### src/rtl/bsttap_consts.vh
// constants of the boundary-scan test access port
`ifndef BSTTAP_CONSTS_VH
`define BSTTAP_CONSTS_VH

// ---------------------------------------------
// scan register lengths
// ---------------------------------------------
`define BSTTAP_IR_LEN 8
`define BSTTAP_BSC_LEN 52
`define BSTTAP_BCR_LEN 3
`define BSTTAP_ID_LEN 32

// ---------------------------------------------
// field positions
// ---------------------------------------------
`define BSTTAP_IR_PARITY_BIT 7
`define BSTTAP_BSC_OE_HI 51
`define BSTTAP_BSC_OE_LO 48

// ---------------------------------------------
// reset and capture values
// ---------------------------------------------
`define BSTTAP_IR_RESET 8'h81
`define BSTTAP_IR_CAPTURE 8'h81
`define BSTTAP_BSC_OE_RESET 4'h0
`define BSTTAP_BCR_RESET 3'h2
`define BSTTAP_BYP_CAPTURE 1'h0

// ---------------------------------------------
// instruction opcodes, even parity in bit 7
// ---------------------------------------------
`define BSTTAP_OP_EXTEST 8'h00
`define BSTTAP_OP_IDCODE 8'h81
`define BSTTAP_OP_SAMPLE 8'h82
`define BSTTAP_OP_RUNT 8'h09
`define BSTTAP_OP_BCRSCAN 8'h87
`define BSTTAP_OP_BYPASS 8'hff

// ---------------------------------------------
// timing
// ---------------------------------------------
`define BSTTAP_SYNC_STAGES 2

`endif

### src/rtl/bsttap_sync.v
// two-stage synchroniser for the test pins
`default_nettype none

module bsttap_sync #(
    parameter WIDTH = 3
) (
    input wire i_sys_clk,
    input wire i_nrst,
    input wire [WIDTH-1:0] i_async,
    output wire [WIDTH-1:0] o_sync
);

    // ---------------------------------------------
    // stages
    // ---------------------------------------------
    reg [WIDTH-1:0] meta_r;
    reg [WIDTH-1:0] sync_r;

    // first stage feeds only the second
    always @(posedge i_sys_clk or negedge i_nrst) begin
        if (!i_nrst) begin
            meta_r <= {WIDTH{1'b0}};
            sync_r <= {WIDTH{1'b0}};
        end else begin
            meta_r <= i_async;
            sync_r <= meta_r;
        end
    end

    assign o_sync = sync_r;

endmodule

`default_nettype wire

### src/rtl/bsttap_top.v
// boundary-scan test access port controller and scan registers
`include "bsttap_consts.vh"
`default_nettype none

// Behaviour
// - sample on rising, drive tdo on falling
// - sixteen-state machine, six stable states
// - state advances by tms at rising edge
// - power-up in test-logic-reset, test logic off
// - tms high reaches reset within five clocks
// - reset loads instruction 10000001, identification
// - reset clears chain cells 51 to 48
// - reset loads control chain with 010
// - master passes idle before any test
// - selected test operation runs only in idle
// - select states have no effect, leave next
// - capture-dr loads selected register on exit, except the control chain
// - shift-dr drives tdo lsb at first fall
// - dr shifts each clock after entry cycle
// - dr exits allow resume, tdo off after exit1
// - pause-dr holds the shift contents
// - dr update latches on fall after update-dr
// - capture-ir loads fixed pattern 10000001
// - shift-ir drives tdo lsb at first fall
// - ir shifts each clock after entry cycle
// - only one register in serial path
// - lengths 8, 52, 3, 1, 32 bits
// - new instruction takes effect on fall
// - tdo off after exit1-ir, no recapture
// - bad parity or unknown opcode acts bypass
module bsttap_top #(
    parameter [31:0] ID_CODE = 32'h0a5a5001 // arbitrary value
) (
    input wire i_sys_clk,
    input wire i_nrst,
    input wire i_tck,
    input wire i_tms,
    input wire i_tdi,
    input wire [`BSTTAP_BSC_LEN-1:0] i_bsc_pins,
    output wire o_tdo,
    output wire o_tdo_oe,
    output wire [3:0] o_tap_state,
    output wire o_test_mode,
    output wire o_test_run,
    output wire [`BSTTAP_BCR_LEN-1:0] o_test_op,
    output wire [`BSTTAP_BSC_LEN-1:0] o_bsc_out
);

    // ---------------------------------------------
    // states
    // ---------------------------------------------
    localparam [3:0] ST_RESET = 4'h0;
    localparam [3:0] ST_IDLE = 4'h1;
    localparam [3:0] ST_SEL_DR = 4'h2;
    localparam [3:0] ST_CAP_DR = 4'h3;
    localparam [3:0] ST_SHIFT_DR = 4'h4;
    localparam [3:0] ST_EXIT1_DR = 4'h5;
    localparam [3:0] ST_PAUSE_DR = 4'h6;
    localparam [3:0] ST_EXIT2_DR = 4'h7;
    localparam [3:0] ST_UPD_DR = 4'h8;
    localparam [3:0] ST_SEL_IR = 4'h9;
    localparam [3:0] ST_CAP_IR = 4'ha;
    localparam [3:0] ST_SHIFT_IR = 4'hb;
    localparam [3:0] ST_EXIT1_IR = 4'hc;
    localparam [3:0] ST_PAUSE_IR = 4'hd;
    localparam [3:0] ST_EXIT2_IR = 4'he;
    localparam [3:0] ST_UPD_IR = 4'hf;

    // ---------------------------------------------
    // data register selection codes
    // ---------------------------------------------
    localparam [1:0] SEL_BYP = 2'h0;
    localparam [1:0] SEL_ID = 2'h1;
    localparam [1:0] SEL_BSC = 2'h2;
    localparam [1:0] SEL_BCR = 2'h3;

    // ---------------------------------------------
    // pin synchronisation and edge finding
    // ---------------------------------------------
    wire [2:0] pins_sync;
    wire tck_s;
    wire tms_s;
    wire tdi_s;
    reg tck_d_r;
    wire tck_rise;
    wire tck_fall;
    wire [`BSTTAP_BSC_LEN-1:0] bsc_pins_s;

    bsttap_sync #(
        .WIDTH(3)
    ) u_sync (
        .i_sys_clk(i_sys_clk),
        .i_nrst(i_nrst),
        .i_async({i_tck, i_tms, i_tdi}),
        .o_sync(pins_sync)
    );

    // pin values come from another domain, so they take the same two stages
    bsttap_sync #(
        .WIDTH(`BSTTAP_BSC_LEN)
    ) u_pin_sync (
        .i_sys_clk(i_sys_clk),
        .i_nrst(i_nrst),
        .i_async(i_bsc_pins),
        .o_sync(bsc_pins_s)
    );

    assign tck_s = pins_sync[2];
    assign tms_s = pins_sync[1];
    assign tdi_s = pins_sync[0];

    always @(posedge i_sys_clk or negedge i_nrst) begin
        if (!i_nrst) begin
            tck_d_r <= 1'b0;
        end else begin
            tck_d_r <= tck_s;
        end
    end

    // tms and tdi share the tck pipeline depth, so they line up with the edge
    assign tck_rise = tck_s & ~tck_d_r;
    assign tck_fall = ~tck_s & tck_d_r;

    // ---------------------------------------------
    // state machine
    // ---------------------------------------------
    reg [3:0] state_r;
    reg [3:0] state_nxt;

    // every state with tms high heads toward reset in at most five steps
    always @* begin
        state_nxt = state_r;
        case (state_r)
            ST_RESET: state_nxt = tms_s ? ST_RESET : ST_IDLE;
            ST_IDLE: state_nxt = tms_s ? ST_SEL_DR : ST_IDLE;
            ST_SEL_DR: state_nxt = tms_s ? ST_SEL_IR : ST_CAP_DR;
            ST_CAP_DR: state_nxt = tms_s ? ST_EXIT1_DR : ST_SHIFT_DR;
            ST_SHIFT_DR: state_nxt = tms_s ? ST_EXIT1_DR : ST_SHIFT_DR;
            ST_EXIT1_DR: state_nxt = tms_s ? ST_UPD_DR : ST_PAUSE_DR;
            ST_PAUSE_DR: state_nxt = tms_s ? ST_EXIT2_DR : ST_PAUSE_DR;
            ST_EXIT2_DR: state_nxt = tms_s ? ST_UPD_DR : ST_SHIFT_DR;
            ST_UPD_DR: state_nxt = tms_s ? ST_SEL_DR : ST_IDLE;
            ST_SEL_IR: state_nxt = tms_s ? ST_RESET : ST_CAP_IR;
            ST_CAP_IR: state_nxt = tms_s ? ST_EXIT1_IR : ST_SHIFT_IR;
            ST_SHIFT_IR: state_nxt = tms_s ? ST_EXIT1_IR : ST_SHIFT_IR;
            ST_EXIT1_IR: state_nxt = tms_s ? ST_UPD_IR : ST_PAUSE_IR;
            ST_PAUSE_IR: state_nxt = tms_s ? ST_EXIT2_IR : ST_PAUSE_IR;
            ST_EXIT2_IR: state_nxt = tms_s ? ST_UPD_IR : ST_SHIFT_IR;
            ST_UPD_IR: state_nxt = tms_s ? ST_SEL_DR : ST_IDLE;
            default: state_nxt = ST_RESET;
        endcase
    end

    // power-up lands in reset; the master must then walk through idle
    always @(posedge i_sys_clk or negedge i_nrst) begin
        if (!i_nrst) begin
            state_r <= ST_RESET;
        end else if (tck_rise) begin
            state_r <= state_nxt;
        end
    end

    // ---------------------------------------------
    // instruction decode
    // ---------------------------------------------
    reg [`BSTTAP_IR_LEN-1:0] ir_sh_r;
    reg [`BSTTAP_IR_LEN-1:0] ir_r;
    wire ir_parity_ok;
    reg [1:0] dr_sel;
    reg ir_test_mode;

    assign ir_parity_ok = ~(^ir_r);

    // unsupported or odd-parity opcodes fall back to bypass
    always @* begin
        dr_sel = SEL_BYP;
        ir_test_mode = 1'b0;
        if (ir_parity_ok) begin
            case (ir_r)
                `BSTTAP_OP_IDCODE: begin
                    dr_sel = SEL_ID;
                end
                `BSTTAP_OP_SAMPLE: begin
                    dr_sel = SEL_BSC;
                end
                `BSTTAP_OP_EXTEST: begin
                    dr_sel = SEL_BSC;
                    ir_test_mode = 1'b1;
                end
                `BSTTAP_OP_RUNT: begin
                    dr_sel = SEL_BYP;
                    ir_test_mode = 1'b1;
                end
                `BSTTAP_OP_BCRSCAN: begin
                    dr_sel = SEL_BCR;
                end
                default: begin
                    dr_sel = SEL_BYP;
                end
            endcase
        end
    end

    // ---------------------------------------------
    // instruction register
    // ---------------------------------------------
    always @(posedge i_sys_clk or negedge i_nrst) begin
        if (!i_nrst) begin
            ir_sh_r <= `BSTTAP_IR_RESET;
            ir_r <= `BSTTAP_IR_RESET;
        end else if (state_r == ST_RESET) begin
            ir_sh_r <= `BSTTAP_IR_RESET;
            ir_r <= `BSTTAP_IR_RESET;
        end else if (tck_rise) begin
            if (state_r == ST_CAP_IR) begin
                ir_sh_r <= `BSTTAP_IR_CAPTURE;
            end else if (state_r == ST_SHIFT_IR) begin
                ir_sh_r <= {tdi_s, ir_sh_r[`BSTTAP_IR_LEN-1:1]};
            end
        end else if (tck_fall && state_r == ST_UPD_IR) begin
            ir_r <= ir_sh_r;
        end
    end

    // ---------------------------------------------
    // data registers
    // ---------------------------------------------
    reg [`BSTTAP_BSC_LEN-1:0] bsc_sh_r;
    reg [`BSTTAP_BSC_LEN-1:0] bsc_upd_r;
    reg [`BSTTAP_BCR_LEN-1:0] bcr_sh_r;
    reg [`BSTTAP_BCR_LEN-1:0] bcr_upd_r;
    reg [`BSTTAP_ID_LEN-1:0] id_sh_r;
    reg byp_r;
    wire dr_cap;
    wire dr_shift;

    // pause and exit states hold every shift register untouched
    assign dr_cap = tck_rise && (state_r == ST_CAP_DR);
    assign dr_shift = tck_rise && (state_r == ST_SHIFT_DR);

    // boundary chain: power-up clears every cell, test-logic-reset only the enable cells
    always @(posedge i_sys_clk or negedge i_nrst) begin
        if (!i_nrst) begin
            bsc_sh_r <= {`BSTTAP_BSC_LEN{1'b0}};
            bsc_upd_r <= {`BSTTAP_BSC_LEN{1'b0}};
        end else if (state_r == ST_RESET) begin
            bsc_sh_r[`BSTTAP_BSC_OE_HI:`BSTTAP_BSC_OE_LO] <= `BSTTAP_BSC_OE_RESET;
            bsc_upd_r[`BSTTAP_BSC_OE_HI:`BSTTAP_BSC_OE_LO] <= `BSTTAP_BSC_OE_RESET;
        end else if (dr_sel == SEL_BSC) begin
            if (dr_cap) begin
                bsc_sh_r <= bsc_pins_s;
            end else if (dr_shift) begin
                bsc_sh_r <= {tdi_s, bsc_sh_r[`BSTTAP_BSC_LEN-1:1]};
            end else if (tck_fall && state_r == ST_UPD_DR) begin
                bsc_upd_r <= bsc_sh_r;
            end
        end
    end

    // control chain keeps its contents through capture
    always @(posedge i_sys_clk or negedge i_nrst) begin
        if (!i_nrst) begin
            bcr_sh_r <= `BSTTAP_BCR_RESET;
            bcr_upd_r <= `BSTTAP_BCR_RESET;
        end else if (state_r == ST_RESET) begin
            bcr_sh_r <= `BSTTAP_BCR_RESET;
            bcr_upd_r <= `BSTTAP_BCR_RESET;
        end else if (dr_sel == SEL_BCR) begin
            if (dr_shift) begin
                bcr_sh_r <= {tdi_s, bcr_sh_r[`BSTTAP_BCR_LEN-1:1]};
            end else if (tck_fall && state_r == ST_UPD_DR) begin
                bcr_upd_r <= bcr_sh_r;
            end
        end
    end

    // identification and bypass have no update latch
    always @(posedge i_sys_clk or negedge i_nrst) begin
        if (!i_nrst) begin
            id_sh_r <= ID_CODE;
            byp_r <= `BSTTAP_BYP_CAPTURE;
        end else begin
            if (dr_sel == SEL_ID) begin
                if (dr_cap) begin
                    id_sh_r <= ID_CODE;
                end else if (dr_shift) begin
                    id_sh_r <= {tdi_s, id_sh_r[`BSTTAP_ID_LEN-1:1]};
                end
            end
            if (dr_sel == SEL_BYP) begin
                if (dr_cap) begin
                    byp_r <= `BSTTAP_BYP_CAPTURE;
                end else if (dr_shift) begin
                    byp_r <= tdi_s;
                end
            end
        end
    end

    // ---------------------------------------------
    // serial output
    // ---------------------------------------------
    reg tdo_r;
    reg tdo_oe_r;
    reg dr_lsb;

    always @* begin
        case (dr_sel)
            SEL_ID: dr_lsb = id_sh_r[0];
            SEL_BSC: dr_lsb = bsc_sh_r[0];
            SEL_BCR: dr_lsb = bcr_sh_r[0];
            default: dr_lsb = byp_r;
        endcase
    end

    // enabled from a fall in a shift state until the fall in exit1, changed on the falling edge alone
    always @(posedge i_sys_clk or negedge i_nrst) begin
        if (!i_nrst) begin
            tdo_r <= 1'b0;
            tdo_oe_r <= 1'b0;
        end else if (tck_fall) begin
            if (state_r == ST_SHIFT_DR) begin
                tdo_r <= dr_lsb;
                tdo_oe_r <= 1'b1;
            end else if (state_r == ST_SHIFT_IR) begin
                tdo_r <= ir_sh_r[0];
                tdo_oe_r <= 1'b1;
            end else begin
                tdo_oe_r <= 1'b0;
            end
        end
    end

    // ---------------------------------------------
    // test mode and run-test operation
    // ---------------------------------------------
    reg test_mode_r;
    reg test_run_r;

    // a run only counts while the machine sits in idle
    always @(posedge i_sys_clk or negedge i_nrst) begin
        if (!i_nrst) begin
            test_mode_r <= 1'b0;
            test_run_r <= 1'b0;
        end else begin
            test_mode_r <= ir_test_mode && (state_r != ST_RESET);
            test_run_r <= (state_r == ST_IDLE) && ir_parity_ok
                && (ir_r == `BSTTAP_OP_RUNT);
        end
    end

    // ---------------------------------------------
    // outputs
    // ---------------------------------------------
    assign o_tdo = tdo_r;
    assign o_tdo_oe = tdo_oe_r;
    assign o_tap_state = state_r;
    assign o_test_mode = test_mode_r;
    assign o_test_run = test_run_r;
    assign o_test_op = bcr_upd_r;
    assign o_bsc_out = bsc_upd_r;

endmodule

`default_nettype wire

### config.mk
export PLATFORM = sky130hd
export DESIGN_NAME = bsttap_top
export DESIGN_NICKNAME = d
export VERILOG_FILES = /design/src/rtl/bsttap_sync.v /design/src/rtl/bsttap_top.v
export VERILOG_INCLUDE_DIRS = /design/src /design/src/rtl
export SDC_FILE = /design/constraint.sdc
export NUM_CORES = 1
export LEC_CHECK = 0
export BUFFER_PORTS_ARGS = -buffer_cell sky130_fd_sc_hd__clkbuf_2
export CAP_MARGIN = 20
export CORE_MARGIN = 1.5
export CORE_UTILIZATION = 42
export DETAILED_ROUTE_END_ITERATION = 8
export SETUP_SLACK_MARGIN = 0.3
export SYNTH_ARGS = -nofsm -noshare
export SYNTH_HDL_FRONTEND = slang
export SYNTH_HIERARCHICAL = 1
export SYNTH_SLANG_ARGS = --single-unit
### constraint.sdc
create_clock -name i_sys_clk -period 4.88 [get_ports i_sys_clk]
set_input_delay 1.464 -clock i_sys_clk [delete_from_list [all_inputs] [get_ports i_sys_clk]]
set_output_delay 1.464 -clock i_sys_clk [all_outputs]
set_load 0.05 [all_outputs]
==> Yosys cells after proc, flatten, opt, wreduce, memory -nomap -nowiden <==
Index checks and enable logic that the tools add are counted.
{ "word_totals": {"ff_bits": 278, "output_inout_bits": 63} }
{ "classes": {"eq_ne": 25, "n_mux": 49, "bitwise": 8, "reduce_logical": 38} }
{ "ops": {"columns": ["operator", "count"], "rows": [
  ["$mux W52", 7],
  ["$mux W32", 2],
  ["$mux W8", 7],
  ["$pmux W4 S12", 1],
  ["$eq A4 B4 Y1 const B", 8],
  ["$mux W3", 9],
  ["$eq A8 B8 Y1 const B", 3],
  ["$mux W4", 6],
  ["$eq A4 B3 Y1 const B", 4],
  ["$reduce_bool A2 Y1", 8],
  ["$reduce_and A2 Y1", 7],
  ["$mux W1", 11],
  ["$eq A4 B2 Y1 const B", 2],
  ["$eq A8 B4 Y1 const B", 1],
  ["$logic_not A8 Y1", 1],
  ["$mux W2", 4],
  ["$reduce_or A2 Y1", 4],
  ["$reduce_xor A8 Y1", 1],
  ["$logic_and A1 B1 Y1", 7],
  ["$ne A2 B1 Y1 const B", 3],
  ["$not A1 Y1", 6],
  ["$pmux W2 S3", 1],
  ["$reduce_and A3 Y1", 2],
  ["$reduce_bool A3 Y1", 2],
  ["other kinds (11)", 13]
]} }

==> Longest topological paths before layout <==
Gate-level depths: netlist of run 1.
{ "depth": {"word_depth": 8, "depth_mapped": 10} }

==> Hierarchy <==
Netlist of run 1, hierarchy kept.
{ "modules_own_cells": {"columns": ["mod", "instances", "cells_per_inst", "area_each_um2"], "rows": [
  ["bsttap_top", 1, 687, 7693.6],
  ["bsttap_sync (u_pin_sync)", 1, 104, 2602.5],
  ["bsttap_sync (u_sync)", 1, 6, 150.1]
]} }

==> Worst setup path after synthesis of run 1 <==
OpenSTA, ideal clock, no wires.
{ "synth_timing": {"kind": "register -> register", "from": "register ir_r[0]", "to": "register bsc_upd_r[0], in the netlist o_bsc_out[0]", "setup_time_ps": 125, "t_arrival_ps": 2267, "required_time_ps": 4755, "slack_ps": 2488, "stages_incl_launch_ff": 10, "path_buffers": 3, "path_cell_list": "dfstp_2 > inv_1 > ha_1 > xnor2_1 > xnor2_1 > buf_4 > nand4b_1 > buf_2 > buf_6 > mux2_4"} }
{ "synth_via": {"elab_chain_len": 6} }
{ "synth_lines": {"columns": ["item", "line_no", "text"], "rows": [
  ["from (decl)", "bsttap_top.v:167", "reg [`BSTTAP_IR_LEN-1:0] ir_r;"],
  ["from (signal assigned)", "bsttap_top.v:210", "ir_r <= `BSTTAP_IR_RESET;"],
  ["from (signal assigned)", "bsttap_top.v:213", "ir_r <= `BSTTAP_IR_RESET;"],
  ["from (signal assigned)", "bsttap_top.v:221", "ir_r <= ir_sh_r;"],
  ["$eq A8 B8 Y1 or $logic_not A8 Y1 (tied branches)", "bsttap_top.v:179", "case (ir_r)"],
  ["$reduce_or A2 Y1 (no line)", null, null],
  ["$pmux W2 S3", "bsttap_top.v:179", null],
  ["$mux W2 (*)", "bsttap_top.v:178", "if (ir_parity_ok) begin"],
  ["$eq A2 B2 Y1 (*)", "bsttap_top.v:249", "end else if (dr_sel == SEL_BSC) begin"],
  ["$reduce_and A5 Y1 (no line) (*)", null, null],
  ["to (signal assigned)", "bsttap_top.v:245", "bsc_upd_r <= {`BSTTAP_BSC_LEN{1'b0}};"],
  ["to (signal, indexed assignment)", "bsttap_top.v:248", "bsc_upd_r[`BSTTAP_BSC_OE_HI:`BSTTAP_BSC_OE_LO] <= `BSTTAP_BSC_OE_RESET;"],
  ["to (signal assigned)", "bsttap_top.v:255", "bsc_upd_r <= bsc_sh_r;"],
  ["to (decl)", "bsttap_top.v:229", "reg [`BSTTAP_BSC_LEN-1:0] bsc_upd_r;"]
]} }
Mark *: on every way between the ends. The rest lies on a longest branch, timed or not.
A chain may end at the register's enable or synchronous reset.

==> Final worst setup path of run 1 <==
{ "layout_timing": {"from": "register state_r[0], in the netlist o_tap_state[0]", "to": "output port o_tap_state[0]"} }
{ "layout_rtl": {"columns": ["item", "line_no", "text"], "rows": [
  ["from (decl)", "bsttap_top.v:127", "reg [3:0] state_r;"],
  ["from (signal assigned)", "bsttap_top.v:159", "state_r <= state_nxt;"],
  ["to (decl)", "bsttap_top.v:42", "output wire [3:0] o_tap_state,"]
]} }
No word-level cell between the ends.

==> results of run 1 <==
==> power by group <==
| part | internal [mW] | switching [mW] | total, mW |
|---|---|---|---|
| Combinational | 0.188 | 0.389 | 0.577 |
| Clock | 1.36 | 0.852 | 2.21 |
| Sequential | 2.50 | 0.148 | 2.64 |
| Total | 4.04 | 1.39 | 5.43 |
==> area by class of cell <==
type | count | share of cell area (%)
tap | 324 | 3.303
timing repair buffer | 132 | 5.974
clock buffer | 46 | 7.004
multi-input combinational | 455 | 25.40
sequential | 278 | 56.84
inverter | 17 | 0.5199
clock inverter | 8 | 0.9685
==> sequential cells by signal, indices dropped and copies added, names as in the netlist <==
register	cells
bcr_sh_r	3
bsc_sh_r	52
byp_r	1
id_sh_r	32
ir_r	8
ir_sh_r	8
o_bsc_out	52
o_tap_state	4
o_tdo	1
o_tdo_oe	1
o_test_mode	1
o_test_op	3
o_test_run	1
tck_d_r	1
u_pin_sync/meta_r	52
u_pin_sync/o_sync	52
u_sync/meta_r	3
u_sync/o_sync	3
==> kinds of logic (layout without fill, tap and decap cells) <==
group / Yosys count / after routing / synth area share (%)
simple gates: 230 / 230 / 10.03
fa+ha+maj: 10 / 10 / 1.198
xor+xnor: 3 / 3 / 0.2516
flops: 278 / 278 / 66.77
compound gates: 104 / 104 / 6.169
mux: 108 / 108 / 12.01
buf+inv: 64 / 203 / 3.569
==> Yosys cell counts, types with 6 or more instances <==
library cell and number:
a21oi_1 12, a22oi_1 6, buf_2 10, buf_6 15, clkbuf_1 19, dfrtp_1 263
dfstp_2 15, ha_1 10, inv_1 17, mux2_2 17, mux2_4 30, mux2i_1 59
nand2_1 118, nand3_1 33, nand4_1 7, nor2_1 35, nor3_1 11, nor4_1 6
o21ai_0 17, o21ai_1 40, o21ai_2 12
==> per-layer routing <==
layer	vias up	GRT usage [%]	part of all wire, %
li1	2946	-	-
met1	3026	22.03	48
met2	131	23.36	45
met3	40	2.789	4.6
met4	0	5.051	2.7
met5	-	0	0
==> path summary, 6_finish.rpt <==
path | from | to | slack (ns) | cells after the start
hold / removal | u_pin_sync/meta_r[46] | u_pin_sync/o_sync[46] | 0.34 | 0
setup / recovery | o_tap_state[0] | o_tap_state[0] | 1.65 | 1
hold reg to reg | u_pin_sync/meta_r[46] | u_pin_sync/o_sync[46] | 0.34 | 0
max in group asynchronous | i_nrst | bsc_sh_r[40] | 2.94 | 2
setup reg to reg | ir_r[0] | id_sh_r[19] | 1.76 | 7
min in group asynchronous | i_nrst | o_tap_state[3] | 0.97 | 1
==> metrics by stage <==
stage	cell area, µm²	utilization [%]
floorplan	10450	-
global placement	11270	46.20
detailed placement	11270	46.20
CTS	12250	50.22
global route	12270	50.32
finish	12270	50.32
==> results by group, run 1 <==
GRT
  • First-pass GRT wire length: 32070 µm
  • Largest net degree at the start of global routing: roughly 100
  • Total track usage: ~15%
  • Overall overflow remaining after global route: 0
  • Initial antenna violation count: 0
  • Vias in the first global route: between 6000 and 7000

Power and ir drop
  • Design Power: 5.432 mW
  • Leak: 5.771 nW
  • Worst VDD drop: 0.2783 mV
  • PD cells: between 400 and 500 mW/mm²

Yosys
  • Top cell type's share of synthesized area: 63.00%
  • Net Count, Synth: 864
  • Seq/Total Area, Yosys: 66.77%
  • Top cells by area, synth: dfrtp_1, mux2i_1, mux2_4
  • Synth Area per Inst: around 13 µm²
  • Top_reg_cell synth: dfrtp_1
  • Synthesized instance count: approximately 800
  • Number of synthesized flops with an enable pin: 0
  • Cell Area, Synth: approximately 0.010 mm²
  • Netlist cell types: about 50
  • Yosys reg bits: 278
  • Async set or reset register ratio after synthesis: 100.0%
  • Area leader, netlist: dfrtp_1
  • YS warnings: 6

Drt
  • Vias/cell: 4.875
  • Vias: 6143
  • Wirelength per Cell: between 15 and 20 µm
  • First-pass DRT Iterations: 4
  • Routed Antenna Nets: 0
  • Residual DRC: 0
  • DRT iter0 DRCs: about 370
  • Final WL: approximately 19000 µm

Floorplanning
  • IO Count: 120
  • # rows: 57
  • Initial core utilization: 42.83%
  • Die height: 160.7 µm
  • Die area: around 0.026 mm²
  • Core ar.: 0.02439 mm²
  • Die X-Extent: approximately 160 µm

Timing
  • Final setup viols: 0
  • Setup slack after layout: between 1.5 and 2 ns
  • Setup tns final: 0 ns
  • Pins Over Slew Limit: 0
  • Max transition margin: just under 30%
  • Final hold violations: 0
  • RSZ-0062 raised after global routing: no
  • Worst slew pin tran: roughly 1.1 ns
  • Final setup skew: about 0.0098 ns
  • Peak Freq: about 310 MHz
  • Final Hold Slack: around 0.34 ns
  • Final Critical Period: roughly 3.2 ns
  • Period utilization: around two thirds

Final layout
  • Syn-to-layout area delta: 17.49%
  • Area of the multi-input gates: 0.003117 mm²
  • Layout cell share with drive strength beyond 1: roughly 28%
  • Fillcell total: about 2200
  • # nets final: a little under 1000
  • Number of diodes: 0
  • Most frequent cells in the layout: dfrtp_1, nand2_1, clkbuf_2
  • Sequential Area: 0.006975 mm²
  • Final instance count without filler cells: between 1000 and 1500
  • Most common cell after layout, fill and taps aside: dfrtp_1

Clocking
  • Bufs on Longest Clock Path: 3
  • Setup Buffers After CTS: 0
  • Post-CTS Hold Fix Bufs: 0
  • Post-CTS sizing: 0
  • Clock latency on the worst-skew pair: ~0.54 ns
  • H-tree levels: 1
  • TritonCTS clock tree: yes
  • Clock-pin slew on the worst setup and hold paths: 0.06 ns
  • Inserted Clock Buffers: 29
  • Clk sinks: between 200 and 300
  • CTS Root Buffer Type: clkbuf_16

Critical path
  • Slowest cell on crit path: dfrtp_1
  • Family with the most delay on the worst path: flip-flops
  • Crit path DAT: between 1.5 and 2 ns
  • Crit path capture type: primary output
  • CP required: between 3 and 4 ns
  • Critical Path Max Stage Delay: 0.83 ns
  • CP bufs+invs: 1
  • Kind of start point of the critical path: flip-flop
  • Maximum fanout along the worst path: 24
  • CP Class: reg2out
  • Critical Path, Cell by Cell: clkbuf_2

Place
  • Detailed placer's ending HPWL: roughly 12000 µm
  • GP Congestion: around 0.79
  • Placed Cells: 1205
  • Worst slack at placement: between 1.5 and 2 ns
  • Input/output buffers: ~120

Hold path
  • Hold WC Path Type: reg2reg

Outcome
  • Status: completed

Flow run
  • Total of max-cap violations: 0
Note: power is estimated with default switching activity, not from simulation.
==> inputs of run 2 (changes only) <==
clock period = 3.3 ns   (was 4.88 ns; I/O delays follow)
==> run 2 against run 1 <==
Effect of this change: clock-buffer cell count decreased by 7; combinational power grew 56%; core utilization is 0.25 points higher; setup slack got worse by 1.1 ns; register-to-register slack got worse by 0.98 ns; final area up 0.49%; sequential cell count did not move; critical path type unchanged; largest power group unchanged; highest routed layer unchanged.
==> results by group, run 2 (synthesized netlist as in run 1, its figures left out) <==
Critical path
  • Family with the most delay on the worst path: flip-flops
  • Launch point of the worst reg-to-reg path: ir_r[0]
  • CP bufs+invs: 1 (unchanged)
  • CP Class: reg2out
  • Crit path DAT: 1.74 ns (-0.02 ns)
  • Flop2flop setup slack: 0.78 ns (-0.98 ns)
  • Kind of start point of the critical path: flip-flop
  • Reg2Reg Capture Point: o_bsc_out[15]
  • Crit. Startpoint: o_tap_state[0]
  • CP endpoint: o_tap_state[0]
  • Critical path depth: 1 (unchanged)
  • Critical Path Max Stage Delay: 0.81 ns (-0.02 ns)
  • Crit path capture type: primary output
  • Reg2Reg Depth: 8 (+1)
  • Critical Path, Cell by Cell: clkbuf_2
  • Slowest cell on crit path: dfrtp_1
  • Maximum fanout along the worst path: 24 (unchanged)
  • CP required: 2.31 ns (-1.11 ns)

Place
  • Detailed placer's ending HPWL: 11950 µm (+1.2%)
  • Input/output buffers: 119 (unchanged)
  • GP Congestion: 0.8040 (+1.3%)
  • Post-DP Area: 0.01135 mm² (+0.71%)

Clocking
  • TritonCTS clock tree: yes
  • Inserted Clock Buffers: 29 (unchanged)
  • Clock-pin slew on the worst setup and hold paths: 0.06 ns (about the same)
  • Bufs on Longest Clock Path: 3 (unchanged)
  • Post-CTS Hold Fix Bufs: 0 (unchanged)
  • CTS Root Buffer Type: clkbuf_16
  • Clock latency on the worst-skew pair: 0.55 ns (about the same)
  • Setup Buffers After CTS: 0 (unchanged)
  • Post-CTS sizing: 0 (unchanged)
  • H-tree levels: 1 (unchanged)
  • Clk sinks: 278 (unchanged)

Timing
  • Final setup viols: 0 (unchanged)
  • Pins Over Slew Limit: 0 (unchanged)
  • Worst slew pin tran: 0.8030 ns (-0.2506 ns)
  • Period utilization: between 80% and 90%
  • Setup tns final: 0 ns (unchanged)
  • RSZ-0062 raised after global routing: no
  • Final hold violations: 0 (unchanged)
  • Final setup skew: 0.01189 ns (+0.002109 ns)
  • Max transition margin: 46.34% (+17 points)
  • Final Critical Period: approximately 2.7 ns
  • Peak Freq: roughly 370 MHz

Power and ir drop
  • PD cells: 655.1 mW/mm² (+48%)
  • Worst VDD drop: 0.4322 mV (+55%)
  • Design Power: 8.079 mW (+49%)
  • Leak: 5.795 nW (+0.41%)

Floorplanning
  • # rows: 57 (unchanged)
  • Die X-Extent: 160.7 µm (unchanged)
  • Initial core utilization: 42.83% (unchanged)
  • IO Count: 120 (unchanged)
  • Die area: 0.02583 mm² (unchanged)
  • Core ar.: 0.02439 mm² (unchanged)
  • Die height: 160.7 µm (unchanged)

Final layout
  • Syn-to-layout area delta: 18.06%
  • Number of diodes: 0 (unchanged)
  • Most frequent cells in the layout: dfrtp_1, nand2_1, clkbuf_2
  • Most common cell after layout, fill and taps aside: dfrtp_1
  • Design area: 0.01233 mm² (+0.49%)
  • Fin util: 50.56% (+0.25 points)
  • Layout cell share with drive strength beyond 1: 28.43% (+0.66 points)
  • # nets final: 983 (+0.31%)

Drt
  • Vias/cell: 4.828 (-0.97%)
  • Final WL: 19290 µm (+1.1%)
  • Residual DRC: 0 (unchanged)
  • Met3 WL: 861 µm (-0.92%)
  • Wirelength per Cell: 15.27 µm (+0.82%)
  • DR top layer: met4
  • WL met2: 8630 µm (about the same)
  • First-pass DRT Iterations: 4 (unchanged)
  • Vias: 6098 (-0.73%)
  • DRT iter0 DRCs: 405 (+11%)
  • Met1 Wirelength: 9382 µm (+3.2%)
  • Routed Antenna Nets: 0 (unchanged)

GRT
  • Total track usage: 15.37% (+0.13 points)
  • Initial antenna violation count: 0 (unchanged)
  • Overall overflow remaining after global route: 0 (unchanged)
  • Largest net degree at the start of global routing: 105 (+1.9%)
  • First-pass GRT wire length: 32150 µm (+0.26%)
  • Vias in the first global route: 6110 (-0.20%)

Hold path
  • Hold WC Path Type: in2async

Outcome
  • Status: completed

Flow run
  • Total of max-cap violations: 0 (unchanged)
run 2: cell types whose count changed in the layout (fill, tap and decap cells not counted), sizes merged:
| cell | change |
|---|---|
| buf | +4 |
| clkbuf | -8 |
| clkinvlp | +3 |
| clkinv | +3 |
| inv | +1 |
run 2: power breakdown:
group          switching (mW)  total, mW  internal [mW]  leakage (nW)
logic                   0.611      0.903          0.292          1.76
registers               0.181       3.87           3.69          3.56
clock network            1.35       3.30           1.96         0.478
total                    2.14       8.08           5.94          5.79
run 2: area by class of cell:
type | count | area (µm²)
Timing Repair Buffer | 135 | 788.3
Inverter | 17 | 63.81
Clock buffer | 39 | 803.3
Sequential cell | 278 | 6975
Multi-Input combinational cell | 455 | 3117
Tap cell | 324 | 405.4
Fill cell | 2157 | 12060
Clock inverter | 15 | 180.2
run 2: worst min path at each step:
stage,slack (ns),endpoint,startpoint,cells after the start
2_1_floorplan,0.33,u_pin_sync/o_sync[0],u_pin_sync/meta_r[0],0
3_3_place_gp,0.33,u_pin_sync/o_sync[17],u_pin_sync/meta_r[17],0
3_5_place_dp,0.33,u_pin_sync/o_sync[23],u_pin_sync/meta_r[23],0
4_1_cts,0.35,u_sync/o_sync[1],i_nrst,1
5_1_grt,0.35,u_pin_sync/o_sync[7],u_pin_sync/meta_r[7],0
6_report,0.34,o_test_mode,i_nrst,1
run 2: routing by layer:
layer,up-vias,GRT usage (%)
met2,131,23.40
met5,-,0
met1,2982,22.45
met4,0,4.545
li1,2949,-
met3,36,2.996
run 2: stage by stage:
| step | instances | setup slack (ns) | hold slack [ns] |
|---|---|---|---|
| final | 1263 | 0.5666 | 0.3429 |
| after global routing | 1263 | 0.4905 | 0.3479 |
| after CTS | 1263 | 0.5608 | 0.3459 |
| after detailed placement | 1209 | 0.7874 | 0.3347 |
| after global placement | 1209 | 0.7765 | 0.3315 |
| after floorplan | 797 | 0.9083 | 0.3312 |
==> inputs of run 3 (changes only) <==
clock period = 2.6 ns   (was 3.3 ns; I/O delays follow)
==> run 3 against run 2 <==
Effect of this change: routed wire length increased by 3.3%; register-to-register slack got worse by 0.39 ns; clock power increased by 33%; setup slack got worse by 0.19 ns; largest cell class unchanged; largest power group unchanged; highest routed layer unchanged.
==> results by group, run 3 (synthesized netlist as in run 1, its figures left out) <==
Outcome
  • Status: completed

Clocking
  • Post-CTS Hold Fix Bufs: 0 (unchanged)
  • H-tree levels: 1 (unchanged)
  • Clk sinks: 278 (unchanged)
  • Bufs on Longest Clock Path: 3 (unchanged)
  • Clock-pin slew on the worst setup and hold paths: 0.06 ns (about the same)
  • TritonCTS clock tree: yes
  • CTS Root Buffer Type: clkbuf_16
  • Inserted Clock Buffers: 30 (+3.4%)
  • Clock latency on the worst-skew pair: 0.55 ns (about the same)

Final layout
  • Fillcell total: 2112 (-2.1%)
  • Number of diodes: 0 (unchanged)
  • Most common cell after layout, fill and taps aside: dfrtp_1
  • # nets final: 994 (+1.1%)
  • Design area: 0.01259 mm² (+2.1%)
  • Layout cell share with drive strength beyond 1: 30.49% (+2.1 points)
  • Syn-to-layout area delta: 20.51%
  • Most frequent cells in the layout: dfrtp_1, nand2_1, clkbuf_2

Critical path
  • Reg2Reg Depth: 9 (+1)
  • Kind of start point of the critical path: flip-flop
  • Flop2flop setup slack: 0.39 ns (-0.39 ns)
  • Launch point of the worst reg-to-reg path: ir_r[0]
  • Crit path DAT: 1.44 ns (-0.30 ns)
  • CP required: 1.82 ns (-0.49 ns)
  • Crit path capture type: primary output
  • Maximum fanout along the worst path: 11 (-54%)
  • Reg2Reg Capture Point: bsc_sh_r[35]
  • Critical Path Max Stage Delay: 0.42 ns (-0.39 ns)
  • Slowest cell on crit path: dfrtp_2
  • Critical Path, Cell by Cell: buf_4, clkbuf_4
  • CP Class: reg2out

Power and ir drop
  • Leak: 5.916 nW (+2.1%)
  • Worst VDD drop: 0.5650 mV (+31%)
  • Design Power: 10.53 mW (+30%)
  • PD cells: 836.8 mW/mm² (+28%)

Place
  • Input/output buffers: 119 (unchanged)
  • Post-DP Area: 0.01147 mm² (+1.1%)
  • GP Congestion: 0.8091 (+0.63%)
  • Detailed placer's ending HPWL: 12430 µm (+4.0%)

Drt
  • Final WL: 19920 µm (+3.3%)
  • Vias: 6165 (+1.1%)
  • Routed Antenna Nets: 0 (unchanged)
  • Residual DRC: 0 (unchanged)
  • DRT iter0 DRCs: 295 (-27%)
  • Vias/cell: 4.835 (+0.15%)
  • First-pass DRT Iterations: 4 (unchanged)
  • Wirelength per Cell: 15.63 µm (+2.3%)

Timing
  • Peak Freq: about 450 MHz
  • Max transition margin: 53.91% (+7.6 points)
  • Worst slew pin tran: 0.6896 ns (-0.1134 ns)
  • Setup tns final: 0 ns (unchanged)
  • Pins Over Slew Limit: 0 (unchanged)
  • Final setup skew: 0.01215 ns (+0.0002557 ns)
  • Final Critical Period: 2.221 ns
  • Final setup viols: 0 (unchanged)
  • RSZ-0062 raised after global routing: yes
  • Period utilization: a little under nine tenths
  • Final hold violations: 0 (unchanged)

Floorplanning
  • Die X-Extent: 160.7 µm (unchanged)
  • # rows: 57 (unchanged)
  • Core ar.: 0.02439 mm² (unchanged)
  • Initial core utilization: 42.83% (unchanged)
  • Die area: 0.02583 mm² (unchanged)
  • IO Count: 120 (unchanged)
  • Die height: 160.7 µm (unchanged)

Hold path
  • Hold WC Path Type: in2async

GRT
  • Largest net degree at the start of global routing: 67 (-36%)
  • Initial antenna violation count: 0 (unchanged)
  • First-pass GRT wire length: 33350 µm (+3.7%)
  • Overall overflow remaining after global route: 0 (unchanged)
  • Vias in the first global route: 6246 (+2.2%)
  • Total track usage: 15.94% (+0.57 points)

Flow run
  • Total of max-cap violations: 0 (unchanged)
run 3: layer usage:
| layer | share of wire (%) | global-route usage [%] | wire length, µm |
|---|---|---|---|
| met2 | 46 | 24.48 | 9100 |
| met5 | 0 | 0 | 0 |
| met3 | 4.6 | 3.177 | 909 |
| met4 | 1.7 | 3.998 | 348 |
| met1 | 48 | 23.33 | 9565 |
run 3: final cells by class:
cell class	instances	area, µm²	share of cell area, %
inverters	17	63.81	0.5069
repair buffers	145	919.6	7.305
clock buffers	42	885.9	7.037
well taps	324	405.4	3.220
multi-input cells	455	3169	25.18
clock inverters	14	166.4	1.322
flip-flops and latches	278	6978	55.43
run 3: how the worst max path moves through the flow:
stage                    from              to  cells past startpoint
2_1_floorplan         ir_r[7]    o_bsc_out[0]                      9
5_1_grt               ir_r[0]     id_sh_r[17]                      8
4_1_cts        o_tap_state[3]  o_tap_state[3]                      2
3_5_place_dp          ir_r[0]     id_sh_r[19]                      8
6_report       o_tap_state[3]  o_tap_state[3]                      2
3_3_place_gp          ir_r[0]   o_bsc_out[24]                      7
run 3: what timing repair did:
item | CTS | global route
gates resized for setup | 2 | 10
cloned | 0 | 1
pin swaps | 0 | 1
setup buffers | 0 | 1
setup endpoints to repair | 2 | 109
run 3: stage by stage:
| step | std cells | utilization (%) | hold WS (ns) | setup slack, ns |
|---|---|---|---|---|
| 6_report | 1275 | 51.61 | 0.1381 | 0.3790 |
| 5_1_grt | 1275 | 51.61 | 0.1424 | 0.2575 |
| 4_1_cts | 1273 | 51.39 | 0.1359 | 0.3212 |
| 3_5_place_dp | 1217 | 47.04 | 0.3347 | 0.3140 |
| 3_3_place_gp | 1217 | 47.04 | 0.3313 | 0.3887 |
| 2_1_floorplan | 797 | - | 0.3312 | 0.3368 |
run 3: power breakdown:
group	internal (mW)	total, mW	leakage (nW)	switching (mW)
registers	4.69	4.87	3.56	0.183
logic	0.431	1.28	1.84	0.851
clock network	2.67	4.38	0.523	1.70
run 3: worst max-delay path: cells and delay by family (launching register included):
family,cells,cell delay (ns)
buffers and inverters,2,0.48
DFF,1,0.42
